`config.mk`:
```
export PLATFORM = sky130hd
export DESIGN_NAME = aar_regs
export DESIGN_NICKNAME = d
export VERILOG_FILES = /design/src/logic/autoneg_local_advert_ahb_slave.v /design/src/logic/autoneg_local_advert_regs.v /design/src/logic/autoneg_local_advert_strap_capture.v
export VERILOG_INCLUDE_DIRS = /design/src /design/src/logic
export SDC_FILE = /design/constraint.sdc
export NUM_CORES = 1
export LEC_CHECK = 0
export ABC_AREA = 0
export BUFFER_PORTS_ARGS = -buffer_cell sky130_fd_sc_hd__buf_2
export CAP_MARGIN = 10
export CORE_ASPECT_RATIO = 1.1
export CORE_UTILIZATION = 30
export DETAILED_ROUTE_END_ITERATION = 10
export SETUP_SLACK_MARGIN = 0.02
export SLEW_MARGIN = 25
export SYNTH_ARGS = -nofsm -noshare
export SYNTH_HDL_FRONTEND = slang
export SYNTH_SLANG_ARGS = --single-unit
```
`constraint.sdc`:
```
create_clock -name hclk -period 1.8 [get_ports hclk]
set_input_delay 0.18 -clock hclk [delete_from_list [all_inputs] [get_ports hclk]]
set_output_delay 0.18 -clock hclk [all_outputs]
set_load 0.01 [all_outputs]
```
`src/logic/autoneg_local_advert_consts.vh`:
```
/*
 Constants for the auto-negotiation ability register bank.
 Assumes inclusion by bare name from the logic/ folder.
*/
// Overview of operation
// - Advertisement register, read/write, resets to 05E1h.
// - Bit 15 requests next-page exchange, reset zero.
// - Advertisement bit 14 ignores writes, reads zero.
// - Bit 13 advertises detected remote fault.
// - Bits 12:11 read zero; software writes zero.
// - Bit 10 pause advert, reset from configuration.
// - Bit 9 four-pair ability fixed at zero.
// - Bits 8:5 speeds, reset from select configuration.
// - Bits 4:0 selector, default 00001.
// - Partner register read-only, resets 0000h, captures word.
// - Partner word may change after completion.
// - Partner bit 14 acknowledge from state machine.
// - Partner bits 15 and 13 next-page, fault.
// - Partner bits 9:5 abilities, 4:0 selector.
`ifndef AAR_CONSTS_VH
`define AAR_CONSTS_VH

`define AAR_OFF_ADVERT      8'h90
`define AAR_OFF_PARTNER     8'h94
`define AAR_OFF_EXPANSION   8'h98
`define AAR_ADDR_LSB        2
`define AAR_ADDR_MSB        7

`define AAR_RST_ADVERT      16'h05E1
`define AAR_RST_PARTNER     16'h0000
`define AAR_RST_EXPANSION   16'h0004
`define AAR_SELECTOR_RST    5'h01

// Advertisement bit positions
`define AAR_BIT_NEXT_PAGE   15
// Bit 14: reserved in advertisement, acknowledge in partner word
`define AAR_BIT_ACK         14
`define AAR_BIT_FAULT       13
`define AAR_BIT_PAUSE       10
`define AAR_BIT_FOURPAIR    9
`define AAR_SPD_MSB         8
`define AAR_SPD_LSB         5
`define AAR_SEL_MSB         4
`define AAR_SEL_LSB         0

// Strap vector: pause on top, speed select below
`define AAR_STRAP_PAUSE     4
`define AAR_STRAP_SPD_MSB   3
`define AAR_STRAP_SPD_LSB   0

// Writable bits of the advertisement register
`define AAR_ADV_WMASK       16'hA5FF
// Defined bits of the partner register
`define AAR_PARTNER_MASK    16'hE3FF

// Bus encodings
`define AAR_HTRANS_NONSEQ   2'h2
`define AAR_HTRANS_SEQ      2'h3
`define AAR_HSIZE_WORD      3'h2
`define AAR_HRESP_OKAY      1'h0

`endif

```
`src/logic/autoneg_local_advert_ahb_slave.v`:
```
/*
 AHB-Lite slave front end: latches address phase, gives write strobe.
 Assumes single word transfers; always zero wait states, OKAY.
*/
`timescale 1ns/1ps
`default_nettype none
`include "autoneg_local_advert_consts.vh"
module aar_ahb_slave (
   input  wire        hclk,
   input  wire        hresetn,
   input  wire        hsel,
   input  wire [31:0] haddr,
   input  wire [1:0]  htrans,
   input  wire        hwrite,
   input  wire [2:0]  hsize,
   input  wire        hready,
   output wire        hreadyout,
   output wire        hresp,
   output reg  [7:0]  addr_q,
   output reg         wr_q,
   output reg         rd_q
);
   wire valid;   // Accepted transfer this cycle

   assign valid = hsel & hready & htrans[1] & (hsize == `AAR_HSIZE_WORD);
   assign hreadyout = 1'b1;
   assign hresp     = `AAR_HRESP_OKAY;

   // Capture address phase for the following data phase
   always @(posedge hclk or negedge hresetn) begin
      if (!hresetn) begin
         addr_q <= 8'h00;
         wr_q   <= 1'b0;
         rd_q   <= 1'b0;
      end else begin
         if (hready) begin
            addr_q <= haddr[7:0];
            wr_q   <= valid & hwrite;
            rd_q   <= valid & ~hwrite;
         end
      end
   end
endmodule
`default_nettype wire

```
`src/logic/autoneg_local_advert_regs.v`:
```
/*
 Auto-negotiation ability registers: local advertisement, partner
 ability capture and expansion status, reached over AHB-Lite.
 Assumes the negotiation state machine drives the partner capture
 and status inputs synchronously on hclk; straps are raw pins.
*/
`timescale 1ns/1ps
`default_nettype none
`include "autoneg_local_advert_consts.vh"
module aar_regs (
   input  wire        hclk,
   input  wire        hresetn,
   // AHB-Lite slave
   input  wire        hsel,
   input  wire [31:0] haddr,
   input  wire [1:0]  htrans,
   input  wire        hwrite,
   input  wire [2:0]  hsize,
   input  wire [31:0] hwdata,
   input  wire        hready,
   output wire        hreadyout,
   output wire        hresp,
   output reg  [31:0] hrdata,
   // Configuration pins
   input  wire        flow_control_advertise_cfg,
   input  wire [3:0]  negotiation_select_cfg,
   // Negotiation engine side
   input  wire        partner_word_valid,
   input  wire [15:0] partner_word,
   input  wire        partner_ack_set,
   input  wire        partner_ack_clr,
   input  wire        autoneg_complete,
   input  wire        next_page_able,
   input  wire [15:0] expansion_status_in,
   output wire [15:0] local_ability_word,
   output wire        next_page_request,
   output wire        remote_fault_flag
);
   wire [7:0]  addr_q;      // Data-phase address
   wire        wr_q;        // Data-phase write
   wire        rd_q;        // Data-phase read
   wire [4:0]  strap_q;     // Captured straps
   wire        strap_valid; // Straps captured

   reg  [15:0] advert_q;    // Local advertisement storage
   reg         strap_done_q;// Strap defaults applied
   reg  [15:0] partner_q;   // Partner ability word
   reg  [15:0] expansion_q; // Expansion status

   aar_ahb_slave u_bus (
      .hclk      (hclk),
      .hresetn   (hresetn),
      .hsel      (hsel),
      .haddr     (haddr),
      .htrans    (htrans),
      .hwrite    (hwrite),
      .hsize     (hsize),
      .hready    (hready),
      .hreadyout (hreadyout),
      .hresp     (hresp),
      .addr_q    (addr_q),
      .wr_q      (wr_q),
      .rd_q      (rd_q)
   );

   aar_strap_capture #(.W(5)) u_strap (
      .hclk     (hclk),
      .hresetn  (hresetn),
      .strap_in ({flow_control_advertise_cfg, negotiation_select_cfg}),
      .strap_q  (strap_q),
      .valid_q  (strap_valid)
   );

   // Match an address-phase or data-phase address against a register offset
   function hit;
      input [7:0] a;
      input [7:0] off;
      begin
         hit = (a[`AAR_ADDR_MSB:`AAR_ADDR_LSB] == off[`AAR_ADDR_MSB:`AAR_ADDR_LSB]);
      end
   endfunction

   // Advertisement register: reset, strap defaults, software writes
   always @(posedge hclk or negedge hresetn) begin
      if (!hresetn) begin
         advert_q     <= `AAR_RST_ADVERT;
         strap_done_q <= 1'b0;
      end else begin
         if (strap_valid && !strap_done_q) begin
            strap_done_q <= 1'b1;
            advert_q[`AAR_BIT_PAUSE] <= strap_q[`AAR_STRAP_PAUSE];
            advert_q[`AAR_SPD_MSB:`AAR_SPD_LSB] <=
               strap_q[`AAR_STRAP_SPD_MSB:`AAR_STRAP_SPD_LSB];
         end else if (wr_q && hit(addr_q, `AAR_OFF_ADVERT)) begin
            // Only writable bits land; fixed bits stay zero
            advert_q <= hwdata[15:0] & `AAR_ADV_WMASK;
         end
      end
   end

   // Partner ability capture; bus writes never touch it
   always @(posedge hclk or negedge hresetn) begin
      if (!hresetn) begin
         partner_q <= `AAR_RST_PARTNER;
      end else begin
         if (partner_word_valid && (!autoneg_complete || next_page_able)) begin
            // After completion only next-page exchange or the ack set/clear inputs may update it
            partner_q <= partner_word & `AAR_PARTNER_MASK;
         end else if (partner_ack_set) begin
            partner_q[`AAR_BIT_ACK] <= 1'b1;
         end else if (partner_ack_clr) begin
            partner_q[`AAR_BIT_ACK] <= 1'b0;
         end
      end
   end

   // Expansion status mirror of engine state
   always @(posedge hclk or negedge hresetn) begin
      if (!hresetn) begin
         expansion_q <= `AAR_RST_EXPANSION;
      end else begin
         expansion_q <= expansion_status_in;
      end
   end

   // Read data for the data phase; unmapped reads give zero
   always @(posedge hclk or negedge hresetn) begin
      if (!hresetn) begin
         hrdata <= 32'h00000000;
      end else begin
         if (hsel && hready && htrans[1] && !hwrite) begin
            if (hit(haddr[7:0], `AAR_OFF_ADVERT)) begin
               hrdata <= {16'h0000, advert_q};
            end else if (hit(haddr[7:0], `AAR_OFF_PARTNER)) begin
               hrdata <= {16'h0000, partner_q};
            end else if (hit(haddr[7:0], `AAR_OFF_EXPANSION)) begin
               hrdata <= {16'h0000, expansion_q};
            end else begin
               hrdata <= 32'h00000000;
            end
         end
      end
   end

   assign local_ability_word = advert_q;
   assign next_page_request  = advert_q[`AAR_BIT_NEXT_PAGE];
   assign remote_fault_flag  = advert_q[`AAR_BIT_FAULT];

endmodule
`default_nettype wire

```
`src/logic/autoneg_local_advert_strap_capture.v`:
```
/*
 Captures configuration straps once after reset release.
 Assumes straps are static pins from outside the clock domain.
*/
`timescale 1ns/1ps
`default_nettype none
module aar_strap_capture #(
   parameter W = 5
) (
   input  wire         hclk,
   input  wire         hresetn,
   input  wire [W-1:0] strap_in,
   output reg  [W-1:0] strap_q,
   output reg          valid_q
);
   reg [W-1:0] sync1_q;   // First stage, read only by second
   reg [W-1:0] sync2_q;   // Second stage
   reg [1:0]   cnt_q;     // Settle counter

   // Two-stage synchroniser then one-time capture
   always @(posedge hclk or negedge hresetn) begin
      if (!hresetn) begin
         sync1_q <= {W{1'b0}};
         sync2_q <= {W{1'b0}};
         strap_q <= {W{1'b0}};
         cnt_q   <= 2'h0;
         valid_q <= 1'b0;
      end else begin
         sync1_q <= strap_in;
         sync2_q <= sync1_q;
         if (!valid_q) begin
            // Wait until sync chain holds real pin data
            if (cnt_q == 2'h2) begin
               strap_q <= sync2_q;
               valid_q <= 1'b1;
            end else begin
               cnt_q <= cnt_q + 2'h1;
            end
         end
      end
   end
endmodule
`default_nettype wire

```
==> results summary <==
The instance count of the mapped netlist is 272. The ratio of total power to cell area came out at 970 nW/um2. The data arrival time of the critical path is 1.73 ns. The die area came out at 12000 um2. Grouping stages by cell kind, the critical path spends the most delay in simple AND/OR/NAND/NOR gates. The worst hold path endpoint is local_ability_word[1]. The flow ran to the end, and the final reports show no timing, DRC or antenna violations. The maximum ir drop on the vdd rail is 0.000508 V. The number of ports placed on the die boundary is 168.

The setup total negative slack is 0 ns. The number of optimization iterations in the first detailed-route pass is 4. The final hold slack came out at 0.0578 ns. Summing the areas of all xor and xnor instances in the mapped netlist gives less than 1% of the synthesized area.

The floorplan core area came out at 11100 um2. The floorplan step set the die width to 105 um. The headroom to the max-slew limit came out at 63.8%.

The mux contribution to synthesized area came out at between 10% and 20%. The post-synthesis average cell area came out at 12.8 um2. The global router's overall resource usage came out at about 14%. The post-synthesis instance area is 3470 um2. The most critical setup path has its startpoint at u_bus.addr_q[6]. The post-route clock period utilization is 84.0%. The final layout net count is around 500. The startpoint of the most critical register-to-register path is u_bus.addr_q[6]. The clock skew is 0.00442 ns. Dividing the detail-routed via count by the number of cells gives 4.51. Setup repair after global routing left no endpoint under its margin. The critical setup path kind is reg -> reg. Counting every sink on the clock net gives between 80 and 90.

The share of synthesized area occupied by flip-flops and latches came out at around three fifths. The simple-gate share of the synthesized area came out at 10.2%. The height of the die came out at 115 um. Among all cell types in the netlist, the one instantiated most often is dfrtp_1.

The max-slew violation count is 0. The routed design has 7.70 mm of wire. For this design, the slowest cell found on the critical path is and4b_1. Summing the areas of all compound-gate instances in the mapped netlist gives a little under a tenth of the synthesized area.

The area added between synthesis and finish is 31.0%. The overall overflow remaining after global route is 0. The clock tree buffer depth came out at 2. For this configuration, the core starts out at a cell density of 31.3%. The number of synthesized flops with an enable pin is 0. By count the netlist is led by 76 x dfrtp_1, 28 x mux2_2, 24 x buf_4, 18 x inv_1, 14 x nor2b_1.

The largest stage delay on the critical path is approximately 0.39 ns. After the first detailed-routing iteration, the DRC count stood at around 110. The number of cells on the worst hold path came out at 2. Sorting the synthesized cells by area gives the leading types as dfrtp_1 55%, mux2_2 9.1%, dfstp_2 5.3%.

The total of flip-flops plus latches after synthesis is 83. The critical path goes through and4b_1 > nand3_2 > mux2_1. The transition time at the pin with the least slew margin is 0.544 ns.

The required time at the worst-slack endpoint came out at 2.02 ns. The via count of the first global-routing pass came out at 2463. CTS placed an instance of clkbuf_16 at the clock tree root.

Counting the buffers created by CTS gives 9. The number of I/O port buffers came out at 95. The maximum number of pins on one net before global-route repair came out at 40. The global-route wire length before repair came out at 12.6 mm. The final-report hold violation count is 0. The final critical delay including setup and external delays came out at 1.51 ns. In this run the critical register-to-register path is captured at local_ability_word[1]. The clock transition at the registers of the reported paths is roughly 0.060 ns. The sort of element at the end of the critical path is a flip-flop.

The setup slack of the most critical reg-to-reg path is 0.29 ns. The number of antenna violations at the first check in global routing is 0. The average routed wire per standard cell is 14.3 um. Once the clock tree was built, the setup fixing pass inserted 0 buffers. The total number of vias came out at 2435. The number of levels the H-tree was split into came out at 3. The half-perimeter wire length after placement came out at 5.41 mm. Measured in cells, the most critical reg-to-reg path has a length of 3. Of the post-synthesis cell area, the dominant cell type holds 54.7%. The number of nets with antenna violations after routing is 0. The number of max-cap violations is 0.

The clock latency of the later-clocked register in the worst-skew pair is 0.33 ns. The number of remaining DRC errors is 0. The proportion of synthesized flip-flops having asynchronous set or reset is 100%. The number of setup violations in the final report is 0. The biggest area contributor in the post-synthesis netlist is dfrtp_1.

In this run, distinct cell masters in the synthesized netlist total 35. The Yosys warning count came out at 0. The static leakage came out at 2.14 nW. The adder and majority cell fraction of the synthesized area came out at 0.360%. The number of placement rows came out at 40. By area, the combinational part of the netlist is dominated by multiplexers. The worst hold path belongs to the class in -> reg.

The worst setup path is launched from a flip-flop. The CTS tree is built. The share of cells above drive strength 1 came out at 39.9%. The repair_antennas step left the layout with diodes totalling 0.

Of all nets on the critical path, the largest fanout is 7. The most used flip-flop cell after synthesis is dfrtp_1. Based on the critical path, the design can be clocked at up to 661 MHz. The weighted congestion at the end of routability-driven global placement is about 0.76. The startpoint identified for the worst hold timing path is hwdata[1].

The worst path buffer plus inverter count came out at 0.
==> through the flow <==
stage | worst slack [ns] | total power [W] | area [um2] | instances | utilization [%]
2_1_floorplan | 0.450 | 0.00230 | 3550 | 292 | -
3_3_place_gp | 0.263 | 0.00245 | 4010 | 502 | 36.1
3_5_place_dp | 0.255 | 0.00246 | 4010 | 502 | 36.1
4_1_cts | 0.239 | 0.00448 | 4550 | 540 | 41.0
5_1_grt | 0.139 | 0.00460 | 4550 | 540 | 41.0
6_report | 0.288 | 0.00442 | 4550 | 540 | 41.0
==> state kept, by name, indices dropped and copies added (netlist names) <==
name                cells
expansion_q            16
hrdata                 16
local_ability_word     12
partner_q              13
strap_done_q            1
u_bus.addr_q            6
u_bus.wr_q              1
u_strap.cnt_q           2
u_strap.strap_q         5
u_strap.sync1_q         5
u_strap.sync2_q         5
u_strap.valid_q         1
==> layer usage <==
metal | share of wire [%] | up-vias | GRT usage (%)
met5 | 0 | - | 0
met4 | 1.4 | 0 | 4.79
met3 | 5.9 | 10 | 4.14
met2 | 48 | 81 | 23.0
met1 | 45 | 1189 | 17.2
li1 | - | 1155 | -
==> how the worst max path moves through the flow <==
stage	endpoint	slack (ns)	cells past startpoint
6_report	local_ability_word[1]	0.29	3
5_1_grt	local_ability_word[1]	0.14	3
4_1_cts	local_ability_word[1]	0.24	3
3_5_place_dp	local_ability_word[1]	0.26	3
3_3_place_gp	local_ability_word[1]	0.26	3
2_1_floorplan	local_ability_word[1]	0.45	3
==> cells in the final DEF (no fill, tap or decap), types with 2 or more instances in the layout <==
cell type	synthesis	final
conb_1	2	22
nor2_1	10	10
inv_1	18	18
mux2_1	2	2
buf_2	9	94
bufinv_16	0	2
o22ai_1	11	11
nor2b_1	14	14
nand4b_1	2	2
clkbuf_16	0	9
o21ai_0	8	7
dlygate4sd3_1	0	22
a22o_1	5	5
a32o_1	13	13
mux2_2	28	28
buf_4	24	7
nand3_1	5	5
dfstp_2	7	7
a31oi_1	5	5
or4_1	11	11
mux2i_1	2	2
or2_2	2	2
clkinv_4	0	2
dfrtp_1	76	76
==> power breakdown <==
part	internal, W	switching, W	total (W)
Combinational	0.000212	0.000200	0.000412
Clock	0.00122	0.000740	0.00196
Sequential	0.00199	0.0000605	0.00205
==> cell type report <==
type / instances / area, um2
clock buffers: 10 / 229
clock inverters: 6 / 90.1
fillers: 1082 / 6560
inverters: 18 / 67.6
multi-input cells: 152 / 1130
flip-flops and latches: 83 / 2090
well taps: 147 / 184
repair buffers: 124 / 763
==> kinds of logic after synthesis <==
group,after synthesis
multiplexers,32
adder cells (fa/ha/maj),1
buffers and inverters,57
other,2
AO/OA/AOI/OAI,43
flip-flops,83
XOR/XNOR,1
AND/OR/NAND/NOR,53
==> timing repair <==
item / CTS / global route
hold buffers: 22 / 0
endpoints found under the hold margin: 47 / 0
resized for setup: 0 / 0
Note: power is estimated with default switching activity, not from simulation.
